**src/uart_frame_defines.svh**
```systemverilog
// Constants of the UART frame engine: encodings, last data bit indices, reset values.
// How it works
// [RQ1] Software configures fields, then power, then enables.
// [RQ2] Enables and port settings pick pin functions.
// [RQ3] Frame: start, 7/8 bits, parity, 1/2 stops.
// [RQ4] Length, parity, stops come from mode fields.
// [RQ5] Bit-order field selects first shifted bit.
// [RQ6] Inversion field inverts the transmit pin waveform.
// [RQ7] Even parity: odd ones gives parity one.
// [RQ8] Even parity receive: odd total flags error.
// [RQ9] Odd parity: odd ones gives parity zero.
// [RQ10] Odd parity receive: even total flags error.
// [RQ11] Zero parity sends zero, receiver never errs.
// [RQ12] No parity: no slot, never an error.
// [RQ13] Powered transmit pin idles high until enabled; the code drives out_pin_latch on the pin until then.
// [RQ14] Buffer write while enabled starts a frame.
// [RQ15] Buffer moves to shifter, shifted bit-serially.
// [RQ16] Completion pulse when last stop bit ends.
// [RQ17] Line stays high until next buffer write.
// [RQ18] On LIN bus software selects no parity.
// [RQ19] Order zero is MSB first, one LSB.
// [RQ20] Power off resets engine, pins forced high.
// [RQ21] Receiver checks only one stop bit.
// [RQ22] Each bit lasts one period; parity before stops.
`ifndef UART_FRAME_DEFINES_SVH
`define UART_FRAME_DEFINES_SVH
`define PAR_NONE     2'h0
`define PAR_ZERO     2'h1
`define PAR_ODD      2'h2
`define PAR_EVEN     2'h3
`define ORDER_MSB    1'h0
`define LEN_SEVEN    3'h6
`define LEN_EIGHT    3'h7
`define BAUD_MIN     8'h01
`define BAUD_ONE     8'h01
`define CHAR_RESET   8'h00
`define LINE_IDLE    1'h1
`define DIR_OUTPUT   1'h0
`define DIR_INPUT    1'h1
`endif

```
**src/uart_frame_pkg.sv**
```systemverilog
// Types shared by the UART frame engine.
package uart_frame_pkg;
   // Operation mode fields
   typedef struct packed {
      logic unit_power_enable;
      logic transmit_enable;
      logic receive_enable;
      logic parity_select_hi;
      logic parity_select_lo;
      logic character_length;  // 1: eight bits
      logic stop_length;       // 1: two stop bits
      logic error_irq_merge;
   } mode_cfg_s;
   // Line control fields
   typedef struct packed {
      logic bit_order_select;  // 0: MSB first
      logic tx_output_invert;
   } line_cfg_s;
   // Port settings of the two pins
   typedef struct packed {
      logic out_pin_direction; // 0: output
      logic out_pin_latch;
      logic in_pin_direction;  // 1: input
   } port_cfg_s;
   // Frame sequencer states
   typedef enum logic [2:0] {ST_IDLE, ST_START, ST_DATA, ST_PAR, ST_STOP} frame_st_e;
endpackage : uart_frame_pkg

```
**src/uart_frame_engine.sv**
```systemverilog
// UART frame engine: transmit and receive framing, parity, pin routing.
`timescale 1ns/1ps
`include "uart_frame_defines.svh"
module uart_frame_engine
   import uart_frame_pkg::*;
(
   input  wire logic       clk,              // 10 MHz clock
   input  wire logic       reset,            // Async reset, active high
   input  wire mode_cfg_s  mode,             // Operation mode fields
   input  wire line_cfg_s  line_cfg,         // Bit order and inversion
   input  wire port_cfg_s  port_cfg,         // Pin direction and latch
   input  wire logic [7:0] baud_divisor,     // Clocks per bit
   input  wire logic       tx_write,         // Transmit buffer write strobe
   input  wire logic [7:0] tx_data,          // Transmit buffer data
   input  wire logic       serial_in_pin,    // Receive pin level
   output logic            serial_out_o,     // Transmit pin level
   output logic            serial_out_oe,    // Transmit pin drive enable
   output logic            tx_complete_irq,  // Frame done pulse
   output logic            tx_busy,          // Frame in progress
   output logic            rx_routed,        // Receive pin serves the UART
   output logic [7:0]      rx_data,          // Received character
   output logic            rx_valid,         // Character received pulse
   output logic            rx_parity_error,  // Parity error with rx_valid
   output logic            rx_framing_error  // Stop bit low with rx_valid
);
   // Returns character masked to length, bit-reversed when MSB first
   function automatic logic [7:0] order_char(input logic [7:0] d, input logic len8,
                                             input logic msb);
      logic [7:0] r;
      r = 8'h00;
      for (int i = 0; i < 8; i++) begin
         r[i] = d[7-i];
      end
      if (!msb) begin
         order_char = len8 ? d : {1'b0, d[6:0]};
      end else begin
         order_char = len8 ? r : {1'b0, r[7:1]};
      end
   endfunction : order_char

   // Bit period in clocks, never below one
   function automatic logic [7:0] bit_period(input logic [7:0] div);
      bit_period = (div < `BAUD_MIN) ? `BAUD_MIN : div;
   endfunction : bit_period

   // Decoded configuration
   wire logic       power_on  = mode.unit_power_enable;
   wire logic       tx_on     = power_on & mode.transmit_enable;
   wire logic       rx_on     = power_on & mode.receive_enable;
   wire logic [1:0] par_mode  = {mode.parity_select_hi, mode.parity_select_lo};   // RQ4
   wire logic       len8      = mode.character_length;
   wire logic [2:0] last_bit  = len8 ? `LEN_EIGHT : `LEN_SEVEN;
   wire logic       msb_first = (line_cfg.bit_order_select == `ORDER_MSB);     // RQ19
   wire logic [7:0] period    = bit_period(baud_divisor);
   wire logic       tx_pin_uart = tx_on & (port_cfg.out_pin_direction == `DIR_OUTPUT)
                                  & port_cfg.out_pin_latch;                   // RQ2
   wire logic       rx_pin_uart = rx_on & (port_cfg.in_pin_direction == `DIR_INPUT); // RQ2

   // Transmit registers
   frame_st_e   tx_st_q;                // Transmit sequencer state
   logic [7:0]  tx_sh_q;                // Transmit shifter
   logic [7:0]  tx_chr_q;               // Character in flight, for parity
   logic [7:0]  tx_cnt_q;               // Clocks left in bit
   logic [2:0]  tx_bit_q;               // Bit index in data or stop phase
   logic        tx_par_q;               // Parity bit value
   logic        serial_out_q;           // Registered pin level
   logic        serial_oe_q;            // Registered pin enable
   logic        tx_irq_q;               // Completion pulse
   logic        tx_busy_q;              // Busy flag

   wire logic tx_tick  = (tx_cnt_q == 8'h00);
   wire logic tx_start = tx_write & tx_on & (tx_st_q == ST_IDLE);          // RQ14
   wire logic [7:0] tx_load = order_char(tx_data, len8, msb_first);        // RQ5
   wire logic tx_chr_par = ^order_char(tx_data, len8, 1'b0);
   wire logic tx_par_d = (par_mode == `PAR_EVEN) ? tx_chr_par :            // RQ7
                         (par_mode == `PAR_ODD)  ? ~tx_chr_par : 1'b0;     // RQ9 RQ11
   wire logic tx_last_stop = (tx_st_q == ST_STOP) & tx_tick
                             & (tx_bit_q == {2'b00, mode.stop_length});    // RQ3

   // Serial level of the current bit
   logic tx_line;
   always_comb begin
      case (tx_st_q)
         ST_START: tx_line = 1'b0;
         ST_DATA:  tx_line = tx_sh_q[0];
         ST_PAR:   tx_line = tx_par_q;                                     // RQ22
         default:  tx_line = `LINE_IDLE;                                   // RQ13 RQ17
      endcase
   end

   // Transmit sequencer; power or enable off clears it synchronously
   always_ff @(posedge clk or posedge reset) begin
      if (reset) begin
         tx_st_q  <= ST_IDLE;
         tx_sh_q  <= `CHAR_RESET;
         tx_chr_q <= `CHAR_RESET;
         tx_cnt_q <= 8'h00;
         tx_bit_q <= 3'h0;
         tx_par_q <= 1'b0;
      end else if (!tx_on) begin
         tx_st_q  <= ST_IDLE;                                              // RQ20
         tx_cnt_q <= 8'h00;
         tx_bit_q <= 3'h0;
      end else if (tx_start) begin
         // Buffer contents move into the shifter
         tx_st_q  <= ST_START;                                             // RQ15
         tx_sh_q  <= tx_load;
         tx_chr_q <= order_char(tx_data, len8, 1'b0);
         tx_par_q <= tx_par_d;
         tx_cnt_q <= period - `BAUD_ONE;
         tx_bit_q <= 3'h0;
      end else if (tx_st_q != ST_IDLE) begin
         if (!tx_tick) begin
            tx_cnt_q <= tx_cnt_q - 8'h01;                                  // RQ22
         end else begin
            tx_cnt_q <= period - `BAUD_ONE;
            case (tx_st_q)
               ST_START: begin
                  tx_st_q <= ST_DATA;
               end
               ST_DATA: begin
                  tx_sh_q  <= {1'b0, tx_sh_q[7:1]};                        // RQ15
                  tx_bit_q <= tx_bit_q + 3'h1;
                  if (tx_bit_q == last_bit) begin
                     tx_bit_q <= 3'h0;
                     tx_st_q  <= (par_mode == `PAR_NONE) ? ST_STOP : ST_PAR; // RQ12
                  end
               end
               ST_PAR: begin
                  tx_st_q <= ST_STOP;
               end
               ST_STOP: begin
                  tx_bit_q <= tx_bit_q + 3'h1;
                  if (tx_last_stop) begin
                     tx_st_q <= ST_IDLE;                                   // RQ17
                  end
               end
               default: begin
                  tx_st_q <= ST_IDLE;
               end
            endcase
         end
      end
   end

   // Pin drive, completion pulse and busy flag
   always_ff @(posedge clk or posedge reset) begin
      if (reset) begin
         serial_out_q <= `LINE_IDLE;
         serial_oe_q  <= 1'b0;
         tx_irq_q     <= 1'b0;
         tx_busy_q    <= 1'b0;
      end else begin
         serial_out_q <= tx_pin_uart ? (tx_line ^ line_cfg.tx_output_invert)  // RQ6
                                     : (power_on ? port_cfg.out_pin_latch : `LINE_IDLE); // RQ20
         serial_oe_q  <= (port_cfg.out_pin_direction == `DIR_OUTPUT);
         tx_irq_q     <= tx_on & tx_last_stop & ~tx_start;                 // RQ16
         tx_busy_q    <= tx_on & (tx_start | (tx_st_q != ST_IDLE)) & ~tx_last_stop;
      end
   end

   // Receive pin synchroniser; unrouted or unpowered input reads high
   logic rx_s1_q;                        // First stage
   logic rx_s2_q;                        // Second stage
   logic rx_prev_q;                      // Previous synchronised level
   // Level seen by the receiver; forced high while unpowered or unrouted
   wire logic rx_in = rx_pin_uart ? rx_s2_q : `LINE_IDLE;                  // RQ20
   always_ff @(posedge clk or posedge reset) begin
      if (reset) begin
         rx_s1_q   <= `LINE_IDLE;
         rx_s2_q   <= `LINE_IDLE;
         rx_prev_q <= `LINE_IDLE;
      end else begin
         rx_s1_q   <= serial_in_pin;
         rx_s2_q   <= rx_s1_q;
         rx_prev_q <= rx_in;
      end
   end
   // Receive registers
   frame_st_e   rx_st_q;                // Receive sequencer state
   logic [7:0]  rx_sh_q;                // Receive shifter
   logic [7:0]  rx_cnt_q;               // Clocks to next sample
   logic [2:0]  rx_bit_q;               // Data bit index
   logic        rx_acc_q;               // Running ones parity
   logic [7:0]  rx_data_q;              // Received character
   logic        rx_valid_q;             // Done pulse
   logic        rx_perr_q;              // Parity error
   logic        rx_ferr_q;              // Framing error
   logic        rx_routed_q;            // Routing flag

   wire logic rx_tick = (rx_cnt_q == 8'h00);
   wire logic rx_fall = rx_prev_q & ~rx_in;
   wire logic [7:0] rx_norm = len8 ? rx_sh_q : {1'b0, rx_sh_q[7:1]};
   wire logic rx_stop = (rx_st_q == ST_STOP) & rx_tick;                    // RQ21
   wire logic rx_perr_d = ((par_mode == `PAR_EVEN) &  rx_acc_q) |          // RQ8
                          ((par_mode == `PAR_ODD)  & ~rx_acc_q);           // RQ10 RQ11

   // Receive sequencer, sampling at mid-bit
   always_ff @(posedge clk or posedge reset) begin
      if (reset) begin
         rx_st_q  <= ST_IDLE;
         rx_sh_q  <= `CHAR_RESET;
         rx_cnt_q <= 8'h00;
         rx_bit_q <= 3'h0;
         rx_acc_q <= 1'b0;
      end else if (!rx_on) begin
         rx_st_q  <= ST_IDLE;                                              // RQ20
         rx_cnt_q <= 8'h00;
      end else if (rx_st_q == ST_IDLE) begin
         if (rx_fall) begin
            rx_st_q  <= ST_START;
            rx_cnt_q <= {1'b0, period[7:1]};
            rx_acc_q <= 1'b0;
            rx_bit_q <= 3'h0;
         end
      end else if (!rx_tick) begin
         rx_cnt_q <= rx_cnt_q - 8'h01;
      end else begin
         rx_cnt_q <= period - `BAUD_ONE;                                   // RQ22
         case (rx_st_q)
            ST_START: begin
               rx_st_q <= rx_in ? ST_IDLE : ST_DATA;
            end
            ST_DATA: begin
               rx_sh_q  <= {rx_in, rx_sh_q[7:1]};
               rx_acc_q <= rx_acc_q ^ rx_in;
               rx_bit_q <= rx_bit_q + 3'h1;
               if (rx_bit_q == last_bit) begin
                  rx_st_q <= (par_mode == `PAR_NONE) ? ST_STOP : ST_PAR;   // RQ12
               end
            end
            ST_PAR: begin
               rx_acc_q <= rx_acc_q ^ rx_in;                               // RQ8 RQ10
               rx_st_q  <= ST_STOP;
            end
            default: begin
               rx_st_q <= ST_IDLE;                                         // RQ21
            end
         endcase
      end
   end

   // Receive results
   always_ff @(posedge clk or posedge reset) begin
      if (reset) begin
         rx_data_q   <= `CHAR_RESET;
         rx_valid_q  <= 1'b0;
         rx_perr_q   <= 1'b0;
         rx_ferr_q   <= 1'b0;
         rx_routed_q <= 1'b0;
      end else begin
         rx_valid_q  <= rx_on & rx_stop;
         rx_routed_q <= rx_pin_uart;
         if (rx_on & rx_stop) begin
            rx_data_q <= order_char(rx_norm, len8, msb_first);             // RQ5
            rx_perr_q <= rx_perr_d;                                        // RQ11 RQ12
            rx_ferr_q <= ~rx_in;
         end
      end
   end

   assign serial_out_o     = serial_out_q;
   assign serial_out_oe    = serial_oe_q;
   assign tx_complete_irq  = tx_irq_q;
   assign tx_busy          = tx_busy_q;
   assign rx_routed        = rx_routed_q;
   assign rx_data          = rx_data_q;
   assign rx_valid         = rx_valid_q;
   assign rx_parity_error  = rx_perr_q;
   assign rx_framing_error = rx_ferr_q;

   // Checks
   property p_idle_high;
      @(posedge clk) disable iff (reset)
      (tx_st_q == ST_IDLE && !tx_start && tx_pin_uart && !line_cfg.tx_output_invert)
         |=> serial_out_q;
   endproperty
   a_idle_high: assert property (p_idle_high) else $error("idle line not high"); // RQ13

   property p_start_low;
      @(posedge clk) disable iff (reset)
      (tx_start && tx_pin_uart && !line_cfg.tx_output_invert) |=> ##1 !serial_out_q;
   endproperty
   a_start_low: assert property (p_start_low) else $error("start bit not low"); // RQ14

   property p_irq_after_stop;
      @(posedge clk) disable iff (reset)
      tx_irq_q |-> ($past(tx_st_q) == ST_STOP) && (tx_st_q == ST_IDLE);
   endproperty
   a_irq_after_stop: assert property (p_irq_after_stop) else $error("irq not at stop end"); // RQ16

   property p_stay_idle;
      @(posedge clk) disable iff (reset)
      (tx_irq_q && !tx_write) |-> (tx_st_q == ST_IDLE) ##1 (tx_st_q == ST_IDLE);
   endproperty
   a_stay_idle: assert property (p_stay_idle) else $error("left idle without write"); // RQ17

   property p_par_even;
      @(posedge clk) disable iff (reset)
      (tx_st_q == ST_PAR && par_mode == `PAR_EVEN) |-> (tx_line == ^tx_chr_q);
   endproperty
   a_par_even: assert property (p_par_even) else $error("even parity wrong"); // RQ7

   property p_par_odd;
      @(posedge clk) disable iff (reset)
      (tx_st_q == ST_PAR && par_mode == `PAR_ODD) |-> (tx_line != ^tx_chr_q);
   endproperty
   a_par_odd: assert property (p_par_odd) else $error("odd parity wrong"); // RQ9

   property p_par_zero;
      @(posedge clk) disable iff (reset)
      rx_valid_q && ((par_mode == `PAR_ZERO) || (par_mode == `PAR_NONE)) |-> !rx_perr_q;
   endproperty
   a_par_zero: assert property (p_par_zero) else $error("spurious parity error"); // RQ11

   property p_no_par_slot;
      @(posedge clk) disable iff (reset)
      (par_mode == `PAR_NONE) |-> (tx_st_q != ST_PAR) && (rx_st_q != ST_PAR);
   endproperty
   a_no_par_slot: assert property (p_no_par_slot) else $error("parity slot in none mode"); // RQ12

   property p_power_off;
      @(posedge clk) disable iff (reset)
      !power_on |=> (tx_st_q == ST_IDLE) && (rx_st_q == ST_IDLE) && serial_out_q;
   endproperty
   a_power_off: assert property (p_power_off) else $error("power off not reset"); // RQ20

   property p_bit_length;
      @(posedge clk) disable iff (reset)
      (tx_start && baud_divisor == 8'h04 && $stable(baud_divisor))
         |=> (tx_st_q == ST_START)[*4] ##1 (tx_st_q != ST_START);
   endproperty
   a_bit_length: assert property (p_bit_length) else $error("bit period wrong"); // RQ22

   // Drive enable follows the port direction, and receive routing the port direction with power and receive enable, one cycle later
   property p_pin_route;
      @(posedge clk) disable iff (reset)
      1'b1 |=> (serial_oe_q == $past(port_cfg.out_pin_direction == `DIR_OUTPUT))
               && (rx_routed_q == $past(rx_pin_uart));
   endproperty
   a_pin_route: assert property (p_pin_route) else $error("pin routing wrong"); // RQ2
endmodule : uart_frame_engine

```
**config.mk**
```make
export PLATFORM = sky130hd
export DESIGN_NAME = uart_frame_engine
export DESIGN_NICKNAME = d
export VERILOG_FILES = /design/src/uart_frame_pkg.sv /design/src/uart_frame_engine.sv
export VERILOG_INCLUDE_DIRS = /design/src
export SDC_FILE = /design/constraint.sdc
export NUM_CORES = 1
export LEC_CHECK = 0
export ABC_CLOCK_PERIOD_IN_PS = 4300
export BUFFER_PORTS_ARGS = -buffer_cell sky130_fd_sc_hd__buf_2
export CAP_MARGIN = 20
export CORE_ASPECT_RATIO = 0.8
export CORE_UTILIZATION = 55
export DETAILED_ROUTE_END_ITERATION = 7
export PLACE_DENSITY = 0.84
export SLEW_MARGIN = 10
export SYNTH_ARGS = -nofsm -noshare
export SYNTH_HDL_FRONTEND = slang
export SYNTH_SLANG_ARGS = --single-unit
export TNS_END_PERCENT = 5
```
**constraint.sdc**
```tcl
create_clock -name clk -period 4.3 [get_ports clk]
set_clock_uncertainty 0.05 [all_clocks]
set_input_delay 0.43 -clock clk [delete_from_list [all_inputs] [get_ports clk]]
set_output_delay 0.43 -clock clk [all_outputs]
set_load 0.05 [all_outputs]
```
==> flow_summary.toml <==
[pwr]
power_density_mw_per_mm2 = 353
vdd_drop_max_v = 0.000254
power_leakage_nw = 2.00
power_mw = 1.54

[floorplanning]
core-area_sq_mm = 0.00686
dieHeight_um = 77.2
dieWidth_um = 96.1
ios = 49
start_util_pct = 56.8
std_cell_rows = 27
die_area_sq_mm = 0.00742

[timing]
min_period_ns = 2.87
fin_setup_tns_ns = 0
finalMaxSlewViolations = 0
final_hold_viol_count = 0
tightest_slew_ns = 0.778
fmax_ghz = 0.348
rsz0062_at_grt = "no"
finalSetupViolCount = 0
finalCritPeriodShare_pct = 66.8
layout_setup_ws_ns = 1.43
slew_headroom_pct = 48.1

[yosys]
synth_edf_count = 0
syn_area_sq_mm = 0.00389
ys_async_sr_fraction_pct = 100
synth_cell_type_count = 57
syn_nets = 474
syn_inst = 435
synth-seq-cells = 65
postSynthAreaPerCell_sq_um = 8.95
ys_seq_area_share_pct = 41.9
ys_warn_count = 0
ys.flop_type = "dfrtp_1"

[grt]
grt-ovfl-total = 0
grt_max_degree = 40
grtUsageTotal_pct = 26.2
grt_pass1_vias = 3178
grt_first_pass_wirelength_um = 14900
grt_antenna_before_repair = 0

[run]
drv_cap = 0

[layout]
layout-drive-gt1-share_pct = 18.0
layout.cells.non_filler = 565
fillers = 556
syn2layout_area_growth_pct = 12.3
fin_nets = 512
fin_util_pct = 63.7
diodes = 0
seqCellArea_sq_mm = 0.00163
multi_input_area_sq_mm = 0.00210

[placed_design]
routabilityCongestion = 0.901
placed_cells_incl_taps = 549
place_hpwl_um = 6450
pre_cts_ws_ns = 1.48
portBuffers = 47

[critical_path]
startpoint_type = "flop"
cp_data_arrival_time_ns = 3.06
crit_slowest_cell = "nand4_1"
path_delay_family = "simple AND/OR/NAND/NOR gates"
r2r_cells = 4
critPathBufInv = 0
slowest_delay_ns = 0.68
endpoint_kind = "flop"
critPathKind = "flop to flop"
path_cells = "nor4_1 -> and2_1 -> nand4_1 -> o31ai_1"
worstPathMaxFanout = 21
cp.required_ns = 4.49
worst-path-stages = 4

[detailed_routing]
wl_um = 8910
drt-pass1-iter-count = 5
drc_errors = 0
first_iter_violations = 220
post_drt_wl_per_cell_um = 15.8
drt-vias-per-instance = 6.01
final_antenna_net_count = 0
num_vias = 3395

[clock_network]
cts_buffers = 9
cts_sinks = 65
h-tree-depth = 3
clk_pin_slew_ns = 0.07
cts_resized = 0
cts_setup_buffers = 0
root_buffer = "clkbuf_8"
cts_tree = "built"
hold_buffers = 0
clk_latency_ns = 0.35
clockBufferDepth = 2

[worst_hold_path]
hold_depth = 1
hold_path_class = "input pin to flop"

[outcome]
outcome = "finished, final reports clean"
-- kinds of logic after synthesis --
kind of cell | count (synthesis) | share of synthesized area (%)
AND/OR/NAND/NOR | 149 | 18.7
adder cells (fa/ha/maj) | 6 | 1.93
buffers and inverters | 41 | 4.21
XOR/XNOR | 21 | 4.73
AO/OA/AOI/OAI | 115 | 18.3
multiplexers | 38 | 10.2
flip-flops | 65 | 41.9
-- final cells by class --
cell class	count	area share (%)
multi-input combinational	329	48.0
sequential	65	37.3
tap	87	2.49
timing repair buffer	49	5.72
clock inverter	5	1.86
clock buffer	11	3.01
inverter	19	1.63
-- path summary, 6_finish.rpt --
kind / start / end / slack, ns
max in group asynchronous: reset / serial_out_o / 3.15
min in group asynchronous: reset / rx_sh_q[0] / 0.16
max reg2reg: rx_cnt_q[2] / rx_parity_error / 1.43
min reg2reg: rx_s1_q / rx_s2_q / 0.31
max: rx_cnt_q[2] / rx_parity_error / 1.43
min: serial_in_pin / rx_s1_q / 0.12
-- placed cells by master (no fill, tap or decap), types with 12 or more instances in the layout --
cell type / count
o21ai_0: 52
nor2_1: 23
xnor2_1: 13
mux2_2: 12
buf_2: 47
mux2i_1: 26
nor3_1: 13
nand2_1: 58
dfrtp_1: 61
a21oi_1: 18
inv_1: 18
-- synthesized netlist by cell type, types with 3 or more instances --
cell type | number | area (sq um)
nand2_1 | 58 | 218
nand4_1 | 3 | 18.8
o21ai_0 | 52 | 260
xnor2_1 | 13 | 114
a32o_1 | 3 | 30.0
nor2_1 | 23 | 86.3
nand3_1 | 9 | 45.0
mux2i_1 | 26 | 260
xor2_1 | 8 | 70.1
dfrtp_1 | 61 | 1530
nor2b_1 | 4 | 25.0
a21oi_1 | 18 | 90.1
mux2_2 | 12 | 135
nor4_1 | 9 | 56.3
clkbuf_1 | 15 | 56.3
dfstp_2 | 4 | 105
o22ai_1 | 4 | 25.0
buf_2 | 5 | 25.0
inv_1 | 19 | 71.3
and2_1 | 5 | 31.3
nor3_1 | 13 | 65.1
ha_1 | 6 | 75.1
o211ai_1 | 3 | 22.5
a211oi_1 | 4 | 30.0
nor3b_1 | 5 | 37.5
or3_1 | 7 | 43.8
o31ai_1 | 4 | 30.0
-- metal layers --
layer | global-route usage, % | wire, um | vias to the layer above
met2 | 40.1 | 4170 | 98
li1 | - | - | 1644
met4 | 8.51 | 200 | 0
met3 | 7.74 | 474 | 24
met1 | 35.4 | 4060 | 1629
met5 | 0 | 0 | -
-- per-stage QoR --
stage | hold slack [ns] | area (sq um)
detailed placement | 0.305 | 4160
global placement | 0.299 | 4160
global route | 0.0925 | 4370
floorplan | 0.295 | 3890
finish | 0.118 | 4370
CTS | 0.102 | 4370
-- flip-flops by register name (all words and copies together), names as in the netlist, 3 cells and up --
register  cells
rx_bit_q      3
rx_cnt_q      8
rx_data       8
rx_sh_q       8
rx_st_q       3
tx_bit_q      3
tx_cnt_q      8
tx_sh_q       8
tx_st_q       3
-- power by group --
part,total [mW],internal (mW),leakage [nW],switching [mW]
clock network,0.569,0.327,0.104,0.242
registers,0.676,0.647,0.879,0.0293
logic,0.298,0.118,1.02,0.180
total,1.54,1.09,2.00,0.451
Power figures use the tool's default switching activity.
